[src/lpo_pkg.sv]
// package: register map, field layout and mode codes of the pixel output formatter
package lpo_pkg;
    // register byte offsets on the wishbone slave
    localparam logic [3:0] LPO_OFF_CTRL   = 4'h0;    // device control word
    localparam logic [3:0] LPO_OFF_STATUS = 4'h4;    // formatter status word
    localparam logic [3:0] LPO_OFF_PIXEL  = 4'h8;    // pixel word offset, not decoded by lpo_top: reads zero, writes ignored
    // control field positions
    localparam int LPO_POS_ORDER  = 1;   // output order field [2:1]
    localparam int LPO_POS_PACK   = 3;   // deep colour packing [4:3]
    localparam int LPO_POS_DEVICE = 5;   // device type [7:5]
    localparam int LPO_POS_LINE   = 17;  // line order [18:17]
    localparam int LPO_POS_BUSSEL = 28;  // deep colour bus select
    localparam int LPO_POS_DEPTH  = 24;  // colour depth [25:24]
    localparam int LPO_POS_WORD   = 26;  // bus width word
    localparam logic [31:0] LPO_CTRL_RESET = 32'h0000_00E0;  // mpu module device by default
    localparam logic [31:0] LPO_CTRL_MASK  = 32'h1706_00FE;  // implemented bits
    // device type codes
    localparam logic [2:0] LPO_DEV_YUV422 = 3'h0;
    localparam logic [2:0] LPO_DEV_YUV444 = 3'h1;
    localparam logic [2:0] LPO_DEV_SUBA   = 3'h4;
    localparam logic [2:0] LPO_DEV_SUBB   = 3'h5;
    localparam logic [2:0] LPO_DEV_HICOL  = 3'h6;
    localparam logic [2:0] LPO_DEV_MPU    = 3'h7;
    // colour depth codes
    localparam logic [1:0] LPO_D4K   = 2'h0;
    localparam logic [1:0] LPO_D64K  = 2'h1;
    localparam logic [1:0] LPO_D256K = 2'h2;
    localparam logic [1:0] LPO_D16M  = 2'h3;
    // pixel words are 24 bits: r[23:16] g[15:8] b[7:0], left aligned components
    localparam int LPO_BUS_W = 18;
    // formatter states
    typedef enum logic [2:0] {
        LPO_IDLE = 3'b001,
        LPO_LOAD = 3'b010,
        LPO_SEND = 3'b100
    } lpo_state_t;
endpackage : lpo_pkg

[src/lpo_beat.sv]
// beat selector: forms one bus transfer from the held pixels and mode
`timescale 1ns/1ns
`default_nettype none
module lpo_beat (
    input  wire logic [2:0]  device,      // device type
    input  wire logic [1:0]  depth,       // colour depth
    input  wire logic [1:0]  order,       // output order field
    input  wire logic [1:0]  pack,        // deep colour packing
    input  wire logic        word,        // bus width word
    input  wire logic        bus_sel,     // deep colour bus select (8/16 when 1)
    input  wire logic [1:0]  line_ord,    // line order field
    input  wire logic        odd_line,    // current line parity
    input  wire logic [23:0] pix0,        // current pixel
    input  wire logic [23:0] pix1,        // next pixel (pairs)
    input  wire logic [2:0]  beat,        // beat index in group
    input  wire logic [1:0]  subc,        // sub-sample component counter
    output logic      [17:0] data,        // bus value
    output logic      [2:0]  last_beat,   // final beat index of group
    output logic             two_pix      // group consumes two pixels
);
    // component picker: 0 r, 1 g, 2 b
    function automatic logic [7:0] comp(input logic [23:0] p, input logic [1:0] c);
        case (c)
            2'h0:    comp = p[23:16];
            2'h1:    comp = p[15:8];
            default: comp = p[7:0];
        endcase
    endfunction : comp
    // component at position k of the line order for this line
    function automatic logic [1:0] lseq(input logic [1:0] lo, input logic odd,
                                        input logic [1:0] k);
        logic [5:0] s;
        s = 6'h0;
        case ({lo, odd})
            3'b000: s = 6'b10_01_00;  // first line rgb
            3'b001: s = 6'b00_10_01;  // second line gbr
            3'b010: s = 6'b00_01_10;  // first line bgr
            3'b011: s = 6'b01_00_10;  // second line brg
            3'b100: s = 6'b00_10_01;  // gbr
            3'b101: s = 6'b10_01_00;  // rgb
            3'b110: s = 6'b01_10_00;  // rbg
            default: s = 6'b00_01_10; // bgr
        endcase
        case (k)
            2'h0:    lseq = s[1:0];
            2'h1:    lseq = s[3:2];
            default: lseq = s[5:4];
        endcase
    endfunction : lseq
    logic [15:0] p565;   // rgb565 of pix0
    logic [17:0] p666;   // rgb666 of pix0
    logic [11:0] p444;   // rgb444 of pix0
    logic [11:0] q444;   // rgb444 of pix1
    logic [7:0]  hi8;    // first byte of 565 after swap
    logic [7:0]  lo8;    // second byte of 565 after swap
    assign p565 = {pix0[23:19], pix0[15:10], pix0[7:3]};
    assign p666 = {pix0[23:18], pix0[15:10], pix0[7:2]};
    assign p444 = {pix0[23:20], pix0[15:12], pix0[7:4]};
    assign q444 = {pix1[23:20], pix1[15:12], pix1[7:4]};
    assign hi8  = order[0] ? p565[7:0]  : p565[15:8];
    assign lo8  = order[0] ? p565[15:8] : p565[7:0];
    // transfer formation per device, depth and width
    always_comb begin
        data      = 18'h0_0000;
        last_beat = 3'h0;
        two_pix   = 1'b0;
        case (device)
            lpo_pkg::LPO_DEV_YUV422, lpo_pkg::LPO_DEV_YUV444: begin
                // y in r lane, u in g lane, v in b lane; pair pix0/pix1
                two_pix   = 1'b1;
                last_beat = 3'h3;
                case ({order, beat[1:0]})  // see RULE1
                    4'h0, 4'hA, 4'h5, 4'hF: data = {10'h0, pix0[15:8]};   // u
                    4'h2, 4'h8, 4'h7, 4'hD: data = {10'h0, pix0[7:0]};    // v
                    4'h1, 4'h4, 4'h9, 4'hC: data = {10'h0, pix0[23:16]};  // first y
                    default:                data = {10'h0, pix1[23:16]};  // second y
                endcase
            end
            lpo_pkg::LPO_DEV_SUBA, lpo_pkg::LPO_DEV_SUBB: begin
                if (depth == lpo_pkg::LPO_D16M && word) begin
                    // one component per pixel, order from line field
                    data = {10'h0, comp(pix0, lseq(line_ord, odd_line, subc))};  // see RULE16
                    if (order[1])
                        last_beat = (subc == 2'h0) ? 3'h1 : 3'h0;  // see RULE3
                    else
                        last_beat = 3'h0;  // see RULE2
                end else begin
                    // half-word: 2 or 3 components per pixel
                    last_beat = order[0] ? 3'h2 : 3'h1;  // see RULE4
                    data = {10'h0, comp(pix0, lseq(line_ord, odd_line,
                                                   beat[1:0] + subc))};
                end
            end
            lpo_pkg::LPO_DEV_HICOL: begin
                if (depth == lpo_pkg::LPO_D16M) begin
                    last_beat = order[1] ? 3'h3 : 3'h2;  // see RULE5
                    data = (beat == 3'h3) ? 18'h0_0000
                                          : {10'h0, comp(pix0, beat[1:0])};
                end else if (depth == lpo_pkg::LPO_D64K) begin
                    last_beat = 3'h1;  // see RULE6
                    data = {10'h0, beat[0] ? lo8 : hi8};
                end else begin
                    last_beat = 3'h1;  // see RULE6
                    data = {9'h0, (beat[0] ^ order[0]) ? p666[8:0] : p666[17:9]};
                end
            end
            default: begin
                // mpu module
                case (depth)  // see RULE18
                    lpo_pkg::LPO_D4K: begin
                        if (word) begin
                            data = order[1] ? {6'h0, p444} : {2'h0, p444, 4'h0};  // see RULE8 RULE10
                        end else begin
                            two_pix   = 1'b1;
                            last_beat = 3'h2;  // see RULE9
                            case (beat[1:0])
                                2'h0:    data = {10'h0, p444[11:4]};
                                2'h1:    data = {10'h0, p444[3:0], q444[11:8]};
                                default: data = {10'h0, q444[7:0]};
                            endcase
                        end
                    end
                    lpo_pkg::LPO_D64K: begin
                        if (word) begin
                            data = {2'h0, p565};  // see RULE11
                        end else begin
                            last_beat = 3'h1;  // see RULE7 RULE11
                            data = {10'h0, beat[0] ? lo8 : hi8};
                        end
                    end
                    default: begin
                        if (!bus_sel) begin
                            if (word) begin
                                data = p666;  // see RULE15
                            end else begin
                                last_beat = 3'h1;  // see RULE7 RULE13
                                data = {9'h0, (beat[0] ^ order[0]) ? p666[8:0]
                                                                   : p666[17:9]};
                            end
                        end else if (word) begin
                            last_beat = 3'h1;  // see RULE14
                            case ({pack, beat[0]})
                                3'b000: data = {2'h0, p666[17:2]};
                                3'b001: data = {16'h0, p666[1:0]};
                                3'b010: data = {16'h0, p666[17:16]};
                                3'b011: data = {2'h0, p666[15:0]};
                                3'b100, 3'b110: data = {2'h0, p666[17:12], 2'h0,
                                                        p666[11:6], 2'h0};
                                3'b101: data = {2'h0, 8'h0, p666[5:0], 2'h0};
                                default: data = {2'h0, p666[5:0], 10'h0};
                            endcase
                        end else begin
                            last_beat = 3'h2;  // see RULE12
                            if (!pack[0]) begin
                                data = {10'h0, comp(pix0, beat[1:0])} & 18'h0_00FC;
                            end else begin
                                case (beat[1:0])
                                    2'h0:    data = {10'h0, p666[17:10]};
                                    2'h1:    data = {10'h0, p666[9:2]};
                                    default: data = {16'h0, p666[1:0]};
                                endcase
                            end
                        end
                    end
                endcase
            end
        endcase
    end
endmodule : lpo_beat
`default_nettype wire

[src/lpo_top.sv]
// pixel output formatter: wishbone registers, pixel intake and bus sequencing
//
// What this block does
// RULE1: yuv order code picks UYVY YUYV VYUY YVYU
// RULE2: sub-sample word mode: one component per pixel
// RULE3: order bit1: two then one, 1.5 cycles
// RULE4: half-word sub-sample: 2 or 3 cycles per pixel
// RULE5: high-colour 16M: RGB or RGB plus dummy
// RULE6: high-colour 565/666: bit0 picks which half first
// RULE7: mpu 565/666 narrow bus: bit0 picks half first
// RULE8: mpu 16-bit 4096: bit1 picks justification
// RULE9: 12-bit on 8-bit: two pixels, three transfers
// RULE10: 12-bit on 16-bit: one justified transfer
// RULE11: 16-bit pixel: two bytes, or one word
// RULE12: 18-bit on 8-bit: three transfers, packing select
// RULE13: 18-bit on 9-bit: two nine-bit halves
// RULE14: 18-bit on 16-bit: four padded arrangements
// RULE15: 18-bit on 18-bit: single transfer
// RULE16: 24-bit sub-sample: line field orders components
// RULE17: device type field selects output device
// RULE18: colour depth field selects colour count
//
// Local design decisions: the Wishbone register port and the register addresses.
`timescale 1ns/1ns
`default_nettype none
module lpo_top (
    input  wire logic        clk_sys,       // system clock, 20 MHz
    input  wire logic        reset,         // synchronous, active high
    input  wire logic        wb_cyc_i,      // wishbone cycle
    input  wire logic        wb_stb_i,      // wishbone strobe
    input  wire logic        wb_we_i,       // write enable
    input  wire logic [3:0]  wb_adr_i,      // byte address
    input  wire logic [3:0]  wb_sel_i,      // byte lanes
    input  wire logic [31:0] wb_dat_i,      // write data
    output logic      [31:0] wb_dat_o,      // read data
    output logic             wb_ack_o,      // acknowledge
    input  wire logic        pix_valid,     // display fifo has a pixel
    input  wire logic [23:0] pix_data,      // pixel r g b
    output logic             pix_ready,     // pixel taken at the previous edge
    input  wire logic        line_start,    // pulse: new line begins
    output logic      [17:0] pixel_data_bus,// display data bus
    output logic             pixel_strobe   // one transfer on the bus
);
    // control register and derived fields
    logic [31:0] ctrl_ff;          // device control word
    logic [2:0]  device;           // see RULE17
    logic [1:0]  depth;            // colour depth select
    logic [1:0]  order;            // output order field
    logic [1:0]  pack;             // deep colour packing
    logic        word;             // bus width word
    logic        bus_sel;          // deep colour bus select
    logic [1:0]  line_ord;         // line order field
    assign device   = ctrl_ff[lpo_pkg::LPO_POS_DEVICE +: 3];  // see RULE17
    assign depth    = ctrl_ff[lpo_pkg::LPO_POS_DEPTH +: 2];   // see RULE18
    assign order    = ctrl_ff[lpo_pkg::LPO_POS_ORDER +: 2];
    assign pack     = ctrl_ff[lpo_pkg::LPO_POS_PACK +: 2];
    assign word     = ctrl_ff[lpo_pkg::LPO_POS_WORD];
    assign bus_sel  = ctrl_ff[lpo_pkg::LPO_POS_BUSSEL];
    assign line_ord = ctrl_ff[lpo_pkg::LPO_POS_LINE +: 2];

    // sequencer state
    lpo_pkg::lpo_state_t state_ff;   // formatter state
    lpo_pkg::lpo_state_t nxt_state;  // next state
    logic [23:0] pix0_ff;            // current pixel
    logic [23:0] pix1_ff;            // second pixel of a pair
    logic        have0_ff;           // first of pair loaded
    logic [2:0]  beat_ff;            // beat index
    logic [1:0]  subc_ff;            // sub-sample phase
    logic        odd_line_ff;        // line parity
    logic [15:0] pix_cnt_ff;         // pixels consumed, wraps
    logic [17:0] beat_data;          // formed bus value
    logic [2:0]  last_beat;          // last beat in group
    logic        two_pix;            // group needs two pixels
    logic        take;               // fifo handshake
    logic        sending;            // beat goes onto the bus next cycle
    logic        grp_end;            // final beat of group

    // bus slave signals
    logic        wb_req;             // new request, not yet acked
    assign wb_req = wb_cyc_i && wb_stb_i && !wb_ack_o;

    // transfer formation
    lpo_beat u_beat (
        .device    (device),
        .depth     (depth),
        .order     (order),
        .pack      (pack),
        .word      (word),
        .bus_sel   (bus_sel),
        .line_ord  (line_ord),
        .odd_line  (odd_line_ff),
        .pix0      (pix0_ff),
        .pix1      (pix1_ff),
        .beat      (beat_ff),
        .subc      (subc_ff),
        .data      (beat_data),
        .last_beat (last_beat),
        .two_pix   (two_pix)
    );

    assign take    = (state_ff == lpo_pkg::LPO_IDLE) && pix_valid && !pix_ready;
    assign sending = (state_ff == lpo_pkg::LPO_SEND);
    assign grp_end = sending && (beat_ff == last_beat);

    // control register writes, byte lanes honoured
    always_ff @(posedge clk_sys) begin
        if (reset) begin
            ctrl_ff <= lpo_pkg::LPO_CTRL_RESET;
        end else if (wb_req && wb_we_i && wb_adr_i == lpo_pkg::LPO_OFF_CTRL) begin
            for (int i = 0; i < 4; i++) begin
                if (wb_sel_i[i])
                    ctrl_ff[8*i +: 8] <= wb_dat_i[8*i +: 8] & lpo_pkg::LPO_CTRL_MASK[8*i +: 8];
            end
        end
    end

    // bus answer: ack one cycle after request, reads mux registers
    always_ff @(posedge clk_sys) begin
        if (reset) begin
            wb_ack_o <= 1'b0;
            wb_dat_o <= 32'h0000_0000;
        end else begin
            wb_ack_o <= wb_req;
            if (wb_req && !wb_we_i) begin
                case (wb_adr_i)
                    lpo_pkg::LPO_OFF_CTRL:   wb_dat_o <= ctrl_ff;
                    lpo_pkg::LPO_OFF_STATUS: wb_dat_o <= {12'h000, odd_line_ff,
                                                          state_ff, pix_cnt_ff};
                    default:                 wb_dat_o <= 32'h0000_0000;
                endcase
            end
        end
    end

    // state transitions
    always_comb begin
        nxt_state = state_ff;
        case (state_ff)
            lpo_pkg::LPO_IDLE: if (take && (!two_pix || have0_ff)) nxt_state = lpo_pkg::LPO_SEND;
            lpo_pkg::LPO_SEND: if (grp_end) nxt_state = lpo_pkg::LPO_IDLE;
            default:           nxt_state = lpo_pkg::LPO_IDLE;
        endcase
    end

    // state register
    always_ff @(posedge clk_sys) begin
        if (reset)
            state_ff <= lpo_pkg::LPO_IDLE;
        else
            state_ff <= nxt_state;
    end

    // pixel capture; pairs fill pix0 then pix1
    always_ff @(posedge clk_sys) begin
        if (reset) begin
            pix0_ff    <= 24'h00_0000;
            pix1_ff    <= 24'h00_0000;
            have0_ff   <= 1'b0;
            pix_ready  <= 1'b0;
            pix_cnt_ff <= 16'h0000;
        end else begin
            pix_ready <= take;
            if (take) begin
                pix_cnt_ff <= pix_cnt_ff + 16'h0001;
                if (two_pix && have0_ff) begin
                    pix1_ff  <= pix_data;
                    have0_ff <= 1'b0;
                end else begin
                    pix0_ff  <= pix_data;
                    have0_ff <= two_pix;
                end
            end
        end
    end

    // beat counter and sub-sample phase
    always_ff @(posedge clk_sys) begin
        if (reset) begin
            beat_ff <= 3'h0;
            subc_ff <= 2'h0;
        end else if (line_start) begin
            beat_ff <= 3'h0;
            subc_ff <= 2'h0;
        end else if (grp_end) begin
            beat_ff <= 3'h0;
            // phase advances by last_beat[0] plus one, mod three
            if (subc_ff + {1'b0, last_beat[0]} >= 2'h2)  // see RULE2 RULE3
                subc_ff <= subc_ff + {1'b0, last_beat[0]} - 2'h2;
            else
                subc_ff <= subc_ff + {1'b0, last_beat[0]} + 2'h1;
        end else if (sending) begin
            beat_ff <= beat_ff + 3'h1;
        end
    end

    // line parity toggles at each line start
    always_ff @(posedge clk_sys) begin
        if (reset)
            odd_line_ff <= 1'b0;
        else if (line_start)
            odd_line_ff <= !odd_line_ff;  // see RULE16
    end

    // registered bus outputs
    always_ff @(posedge clk_sys) begin
        if (reset) begin
            pixel_data_bus <= 18'h0_0000;
            pixel_strobe   <= 1'b0;
        end else begin
            pixel_strobe <= sending;
            if (sending)
                pixel_data_bus <= beat_data;
        end
    end
endmodule : lpo_top
`default_nettype wire

[config.mk]
export PLATFORM = sky130hd
export DESIGN_NAME = lpo_top
export DESIGN_NICKNAME = d
export VERILOG_FILES = /design/src/lpo_pkg.sv /design/src/lpo_beat.sv /design/src/lpo_top.sv
export SDC_FILE = /design/constraint.sdc
export NUM_CORES = 1
export LEC_CHECK = 0
export ABC_AREA = 1
export BUFFER_PORTS_ARGS = -buffer_cell sky130_fd_sc_hd__buf_2
export CAP_MARGIN = 10
export CORE_UTILIZATION = 50
export CTS_CLUSTER_SIZE = 8
export DETAILED_ROUTE_END_ITERATION = 12
export MAX_ROUTING_LAYER = met4
export PLACE_DENSITY = 0.77
export SYNTH_ARGS = -nofsm -noshare
export SYNTH_HDL_FRONTEND = slang
export SYNTH_SLANG_ARGS = --single-unit
[constraint.sdc]
create_clock -name clk_sys -period 3.8 [get_ports clk_sys]
set_clock_uncertainty 0.15 [all_clocks]
set_input_delay 0.19 -clock clk_sys [delete_from_list [all_inputs] [get_ports clk_sys]]
set_output_delay 0.19 -clock clk_sys [all_outputs]
set_load 0.02 [all_outputs]
==> impl_results.md, run 1 <==
* Initial antenna violation count at 0
* Final WS setup at approximately 0.84 ns
* Routability Congestion at 1.07
* CTS Sinks at about 120
* Critical path required time at 4.01 ns
* Gr usage total at 38.5%
* Final #Nets at between 1000 and 1500
* Run status: completed
* Largest net degree at the start of global routing at 52
* Max-cap viol count at 0
* Worst R2R Start: beat_ff[1]$_SDFFE_PP0P_
* Leakage at 3.86 nW
* Worst-Margin Slew at 0.879 ns
* Power Dens Cells at 391 nW/um2
* Worst hold slack at 0.0102 ns
* Synth Warn # at 0
* Max incr delay on CP at a little under 0.7 ns
* Drt via density at 6.06
* Port Buf Inserts at 95
* Placed cells at 1440
* Post-detail-place hpwl at 20500 um
* Fin crit share at 78.0%
* Area of all placed cells without fillers at 9240 um2
* Ys flop type: dfxtp_1
* Root Driver: clkbuf_16
* Commonest non-fill, non-tap cell in the layout: nand2_1
* H-tree depth at 4
* Final hold vios at 0
* Cts bufs inserted at 17
* Largest delay contributor family on the critical path: buffers and inverters
* Area of the die at 15900 um2
* Max Slew Vio Count at 0
* Worst Path Buf+Inv at 6
* Worst-Skew Late Latency at ~0.44 ns
* Data arrival, critical path at 3.18 ns
* Vias in the first global route at a little over 8000
* CP max FO at 21
* Worst slack, placed at 1.09 ns
* Reg2Reg Depth at 12
* Worst hold endpoint: ctrl_ff[28]$_SDFFE_PP0P_
* FP Rows at 44
* Clk pin slew, worst setup/hold paths at approximately 0.07 ns
* Final WL at between 20000 and 30000 um
* Final core occ at about 63%
* WL/cell at 19.4 um
* Relative slew slack at 41.3%
* Starting Density at 52.1%
* Critical path class: in -> reg
* Fillers at between 1000 and 1500
* # diodes at 0
* Setup bufs post-CTS at 0
* Setup TNS at 0 ns
* Mapped Avg Cell Area at 6.38 um2
* Synth cell types at between 40 and 50
* Vias after detailed routing at roughly 9200
* Residual DRC at 0
* TritonCTS clock tree: built
* CP endpoint kind: flop
* Hold Path Depth at 3
* Core area at 14800 um2
* Most frequent cells in the layout: nand2_1 (253), a21oi_1 (139), o21ai_0 (133)
* Startpoint of the lowest-slack hold path: wb_sel_i[3]
* Remaining Overflow, GRT at 0
* Pre-antenna DRT Iters at 7
* Slowest stage cell, crit path: nor2_2
* Max Clk Rate at 0.337 GHz
* Maximum vdd drop at 0.293 mV
* Crit Reg-Reg Endpoint: pixel_data_bus[5]$_SDFFE_PP0P_
* Iter 0 DRT Violations at between 1000 and 1500
* Post-route ant nets at 0
* Vert. Die Dim at between 100 and 150 um
* Sequential-to-total area share from yosys stat at 32.0%
* Startpoint class of the critical path: input port
* First-pass GRT wire length at approximately 46000 um
* I/O pin total at 124
* Setup violators final at 0
* Max Buffers Root-to-Sink at 2
* Syn Inst Count at 1204
* Die X at between 100 and 150 um
* Post-synthesis cell area at 7690 um2
* Ys async rst share at 0%
* Placed cell areas at 8210 um2
* R2R Setup Slk at approximately 1 ns
* Area Overhead vs Synth at 20.2%
* Layout cells sized above 1 at roughly 14%
* Hold Path Class: in -> reg
* Number of enable flip-flop cells after synthesis at 0
* Tmin final at 2.96 ns
* Post-route non-filler standard cell count at 1514
* RSZ-0062 raised after global routing: no
* #FFs+latches synth at 123
* Total Power at roughly 3.6 mW
* Critical Path, Cell by Cell: dlygate4sd3_1 -> buf_2 -> nand2_1 -> dlygate4sd3_1 -> nor2_1 -> inv_1 -> nor2_1 -> clkinv_1 -> buf_4 -> nor2_2 -> nand2_1 -> a31oi_1
## report_power, final
part	total [mW]	switching [mW]	internal [mW]	leakage, nW
registers	1.41	0.0669	1.34	0.999
logic	0.526	0.353	0.173	2.56
clock network	1.68	0.690	0.989	0.295
## worst reg2reg max path: cells and delay by family (launching register included)
kind	cells	cell delay, ns
buffers and inverters	2	0.29
AO/OA/AOI/OAI	4	0.82
AND/OR/NAND/NOR	5	0.76
flip-flops	1	0.44
adder cells (fa/ha/maj)	1	0.22
## cell usage after synthesis (3+ instances only)
library cell | n | area (um2)
nand2_1 | 253 | 950
a21oi_1 | 139 | 696
o21ai_0 | 133 | 666
dfxtp_1 | 123 | 2460
nand3_1 | 105 | 526
inv_1 | 96 | 360
nor2_1 | 91 | 342
clkbuf_1 | 33 | 124
o22ai_1 | 27 | 169
nand4_1 | 26 | 163
nor3_1 | 24 | 120
buf_2 | 20 | 100
o211ai_1 | 14 | 105
a22oi_1 | 13 | 97.6
buf_4 | 12 | 90.1
inv_2 | 11 | 41.3
ha_1 | 10 | 125
nor2_2 | 9 | 56.3
clkinv_1 | 8 | 30.0
o21ai_1 | 8 | 40.0
nand3_2 | 7 | 70.1
nand2_2 | 6 | 37.5
a221oi_1 | 5 | 43.8
a31oi_1 | 4 | 25.0
o221ai_1 | 3 | 26.3
## cell type report
type | count | area, um2 | share of cell area (%)
multi-input combinational | 906 | 4490 | 48.6
sequential | 123 | 2460 | 26.7
timing repair buffer | 153 | 1020 | 11.0
inverter | 116 | 438 | 4.74
clock buffer | 17 | 425 | 4.61
tap | 184 | 230 | 2.49
clock inverter | 15 | 176 | 1.91
## flip-flops by register name (all words and copies together) (netlist names)
register        count
beat_ff             3
ctrl_ff            13
have0_ff            1
odd_line_ff         1
pix0_ff            24
pix1_ff            16
pix_cnt_ff         16
pix_ready           1
pixel_data_bus     18
pixel_strobe        1
state_ff            2
subc_ff             2
wb_ack_o            1
wb_dat_o           24
## worst max-delay path by stage
stage	startpoint	to	slack, ns	depth (start not counted)
global route	wb_stb_i	wb_dat_o[1]$_SDFFE_PP0P_	0.69	14
floorplan	ctrl_ff[26]$_SDFFE_PP0P_	subc_ff[0]$_SDFFE_PP0P_	1.46	12
detailed placement	beat_ff[1]$_SDFFE_PP0P_	pixel_data_bus[5]$_SDFFE_PP0P_	1.09	12
global placement	beat_ff[1]$_SDFFE_PP0P_	pixel_data_bus[5]$_SDFFE_PP0P_	1.09	12
CTS	wb_stb_i	wb_dat_o[2]$_SDFFE_PP0P_	0.94	12
finish	wb_stb_i	wb_dat_o[2]$_SDFFE_PP0P_	0.84	12
## timing repair
item                                   4_1_cts  5_1_grt
gates resized for setup                      0        0
hold buffers                                42        0
setup endpoints to repair                    0        0
endpoints found under the hold margin       59        0
## kinds of logic after synthesis
logic type	share of synthesized area [%]
AO/OA/AOI/OAI	25.2
AND/OR/NAND/NOR	30.7
flip-flops	32.0
buffers and inverters	9.93
XOR/XNOR	0.440
other	0.0488
adder cells (fa/ha/maj)	1.63
## routing by layer
metal	track usage [%]	wire length, um
met3	7.60	3030
met5	-	0
met2	58.8	13100
met1	48.1	11800
met4	19.9	1490
Power figures use the tool's default switching activity.
==> run 2: changes to the inputs <==
--- a/config.mk
+++ b/config.mk
@@ -5,14 +5,14 @@
 export SDC_FILE = /design/constraint.sdc
 export NUM_CORES = 1
 export LEC_CHECK = 0
-export ABC_AREA = 1
+export ABC_AREA = 0
 export BUFFER_PORTS_ARGS = -buffer_cell sky130_fd_sc_hd__buf_2
 export CAP_MARGIN = 10
 export CORE_UTILIZATION = 50
 export CTS_CLUSTER_SIZE = 8
 export DETAILED_ROUTE_END_ITERATION = 12
 export MAX_ROUTING_LAYER = met4
-export PLACE_DENSITY = 0.77
+export PLACE_DENSITY = 0.8
 export SYNTH_ARGS = -nofsm -noshare
 export SYNTH_HDL_FRONTEND = slang
 export SYNTH_SLANG_ARGS = --single-unit
==> constraint.sdc (replaced) <==
create_clock -name clk_sys -period 2.7 [get_ports clk_sys]
set_clock_uncertainty 0.15 [all_clocks]
set_input_delay 0.135 -clock clk_sys [delete_from_list [all_inputs] [get_ports clk_sys]]
set_output_delay 0.135 -clock clk_sys [all_outputs]
set_load 0.02 [all_outputs]
==> run 2 against run 1 <==
Effect of this change: via count decreased by 0.66%; wire length increased by 2.5%; die area increased by 2.9%; final area increased by 10%; critical path type is now reg -> reg; largest power group unchanged.
==> impl_results.md, run 2 <==
* Synth Area in Compound Gates at 28.4% (was 25.2%)
* Worst hold endpoint: pix_ready$_SDFF_PP0_ (was ctrl_ff[28]$_SDFFE_PP0P_)
* Fin crit share at 98.9%
* #FFs+latches synth at 123 (unchanged)
* Die X at 128 um (was 126 um)
* Tmin final at between 2 and 3 ns
* Sequential-to-total area share from yosys stat at 31.1% (was 32.0%)
* Area of all placed cells without fillers at 10200 um2 (was 9240 um2)
* Initial antenna violation count at 0 (unchanged)
* Syn Inst Count at 1017 (was 1204)
* Pre-antenna DRT Iters at 11 (was 7)
* Setup TNS at 0 ns (unchanged)
* I/O pin total at 124 (unchanged)
* Data arrival, critical path at 2.90 ns (was 3.18 ns)
* Critical path required time at 2.93 ns (was 4.01 ns)
* Synth top cells by count: dfxtp_1 (123), nand2_1 (117), nor2_1 (103) (was nand2_1 (253), a21oi_1 (139), o21ai_0 (133))
* Vias in the first global route at 8309 (was 8219)
* Worst R2R Start: wb_ack_o$_SDFF_PP0_ (was beat_ff[1]$_SDFFE_PP0P_)
* Max-cap viol count at 0 (unchanged)
* Post-synthesis mux area share at 6.28% (was 0%)
* CP max FO at 6 (was 21)
* Starting Density at 51.7% (was 52.1%)
* Largest family of logic cells by synthesized area: compound AO/OA/AOI/OAI gates (was simple AND/OR/NAND/NOR gates)
* Run status: completed (unchanged)
* Iter 0 DRT Violations at 1506 (was 1177)
* Reg2Reg Depth at 8 (was 12)
* Fillers at 1238 (was 1396)
* Layout cells sized above 1 at 21.5% (was 13.9%)
* TritonCTS clock tree: built (unchanged)
* Max Clk Rate at 0.374 GHz
* Hold Path Class: in -> reg (unchanged)
* Final #Nets at 1252 (was 1398)
* Crit Reg-Reg Endpoint: ctrl_ff[18]$_SDFFE_PP0P_ (was pixel_data_bus[5]$_SDFFE_PP0P_)
* Mapped Avg Cell Area at 7.78 um2 (was 6.38 um2)
* Remaining Overflow, GRT at 0 (unchanged)
* Largest registers: pix0_ff (24), wb_dat_o (24), pixel_data_bus (18) (unchanged)
* Most frequent cell after synthesis: dfxtp_1 (was nand2_1)
* Cts bufs inserted at 17 (unchanged)
* Residual DRC at 0 (unchanged)
* H-tree depth at 4 (unchanged)
* Critical path class: reg -> reg (was in -> reg)
* CP endpoint kind: flop (unchanged)
* Worst-Margin Slew at 0.788 ns (was 0.879 ns)
* Final hold vios at 0 (unchanged)
* Most frequent cells in the layout: nand2_1 (117), dfxtp_1 (117), nor2_1 (103) (was nand2_1 (253), a21oi_1 (139), o21ai_0 (133))
* Ys async rst share at 0% (unchanged)
* Vias after detailed routing at 9119 (was 9180)
* FP Rows at 45 (was 44)
* Worst hold slack at 0.0483 ns (was 0.0102 ns)
* Final WS setup at 0.0286 ns (was 0.835 ns)
* Share of the synthesized area in the top cell type at 31.1% (was 32.0%)
* Hold Path Depth at 3 (unchanged)
* Vert. Die Dim at 128 um (was 126 um)
* Xor/xnor share of the synthesized area at 3.05% (was 0.440%)
* Placed cell areas at 8830 um2 (was 8210 um2)
* Setup violators final at 0 (unchanged)
* Maximum vdd drop at 0.414 mV (was 0.293 mV)
* First-pass GRT wire length at 45900 um (unchanged)
* Max Buffers Root-to-Sink at 2 (unchanged)
* Ys flop type: dfxtp_1 (unchanged)
* Top cells by area, synth: dfxtp_1 (31%), nand2_1 (5.5%), a21oi_1 (5.1%), nor2_1 (4.9%), mux2i_1 (4.4%) (was dfxtp_1 (32%), nand2_1 (12%), a21oi_1 (9.1%), o21ai_0 (8.7%), nand3_1 (6.8%))
* Routability Congestion at 0.992 (was 1.07)
* Largest net degree at the start of global routing at 70 (was 52)
* Cell accounting for the most synthesized area: dfxtp_1 (unchanged)
* Root Driver: clkbuf_16 (unchanged)
* WL/cell at 21.6 um (was 19.4 um)
* Core area at 15300 um2 (was 14800 um2)
* Area of the die at 16300 um2 (was 15900 um2)
* Startpoint class of the critical path: flop (was input port)
* Adder-Cell Fraction of Synth Area at 1.58% (was 1.63%)
* Worst slack, placed at 0.0872 ns (was 1.09 ns)
* Drt via density at 6.54 (was 6.06)
* Post-synthesis cell area at 7910 um2 (was 7690 um2)
* Port Buf Inserts at 95 (unchanged)
* Post-route ant nets at 0 (unchanged)
* Max Slew Vio Count at 0 (unchanged)
* Relative slew slack at 47.4% (was 41.3%)
* # diodes at 0 (unchanged)
* CTS Sinks at 123 (unchanged)
* Synth cell types at 85 (was 44)
* Leakage at 3.93 nW (was 3.86 nW)
* Clk pin slew, worst setup/hold paths at 0.07 ns (about the same)
* Final WL at 30200 um (was 29400 um)
* Worst-Skew Late Latency at 0.44 ns (about the same)
* Area Overhead vs Synth at 28.4% (was 20.2%)
* Synth Warn # at 0 (unchanged)
* Number of enable flip-flop cells after synthesis at 0 (unchanged)
* Simple-Gate Fraction of Synth Area at 22.6% (was 30.7%)
* Power Dens Cells at 490 nW/um2 (was 391 nW/um2)
* R2R Setup Slk at 0.03 ns (was 0.99 ns)
* Startpoint of the lowest-slack hold path: pix_valid (was wb_sel_i[3])
* Post-detail-place hpwl at 19300 um (was 20500 um)
* Gr usage total at 37.7% (was 38.5%)
-- run 2: cell families after synthesis --
group	Yosys count
multiplexers	46
flip-flops	123
buffers and inverters	130
AO/OA/AOI/OAI	311
AND/OR/NAND/NOR	371
other	1
adder cells (fa/ha/maj)	10
XOR/XNOR	25
-- run 2: worst max-delay path by stage --
stage,startpoint,endpoint
finish,wb_ack_o$_SDFF_PP0_,ctrl_ff[18]$_SDFFE_PP0P_
global route,wb_ack_o$_SDFF_PP0_,ctrl_ff[18]$_SDFFE_PP0P_
CTS,beat_ff[0]$_SDFFE_PP0P_,pixel_data_bus[4]$_SDFFE_PP0P_
detailed placement,beat_ff[0]$_SDFFE_PP0P_,pixel_data_bus[4]$_SDFFE_PP0P_
global placement,beat_ff[0]$_SDFFE_PP0P_,pixel_data_bus[0]$_SDFFE_PP0P_
floorplan,beat_ff[0]$_SDFFE_PP0P_,pixel_data_bus[3]$_SDFFE_PP0P_
-- run 2: final cells by class --
| class | count | area, um2 | share of cell area, % |
|---|---|---|---|
| Multi-Input combinational cell | 771 | 5000 | 49.2 |
| Sequential cell | 123 | 2470 | 24.3 |
| Timing Repair Buffer | 239 | 1750 | 17.2 |
| Clock buffer | 18 | 439 | 4.32 |
| Tap cell | 211 | 264 | 2.60 |
| Clock inverter | 14 | 174 | 1.71 |
| Inverter | 19 | 71.3 | 0.702 |
-- run 2: where the power goes --
part           leakage [nW]  internal [mW]  total, mW  switching (mW)
Combinational          2.63          0.254      0.581           0.327
Clock                 0.300           1.42       2.43            1.01
Sequential            0.999           1.86       1.96           0.101
-- run 2: timing repair --
| item | CTS | global route |
|---|---|---|
| buffers inserted | 0 | 6 |
| resized for setup | 0 | 22 |
| hold buffers | 61 | 0 |
| setup endpoints to repair | 0 | 14 |
| endpoints found under the hold margin | 62 | 0 |
-- run 2: layer usage --
layer / wire [um] / track usage [%] / part of all wire, % / vias up
li1: - / - / - / 4064
met1: 12100 / 48.9 / 40 / 4231
met3: 3800 / 9.68 / 13 / 134
met5: 0 / - / 0 / -
met4: 1310 / 16.5 / 4.4 / 0
met2: 12900 / 55.2 / 43 / 690
-- run 2: metrics by stage --
step | std cells | total power [mW] | util, %
5_1_grt | 1395 | 5.10 | 66.4
2_1_floorplan | 1024 | 2.29 | -
3_5_place_dp | 1297 | 2.50 | 57.7
6_report | 1395 | 4.98 | 66.4
3_3_place_gp | 1297 | 2.49 | 57.7
4_1_cts | 1390 | 4.93 | 65.6
-- run 2: critical path, stage by stage (launching register included) --
cell           delay [ns]
dfxtp_1              0.31
nand3b_1             0.22
nor3_2               0.31
buf_4                0.20
buf_4                0.13
nand3_1              0.07
dlygate4sd3_1        0.56
a21oi_1              0.12
dlygate4sd3_1        0.55
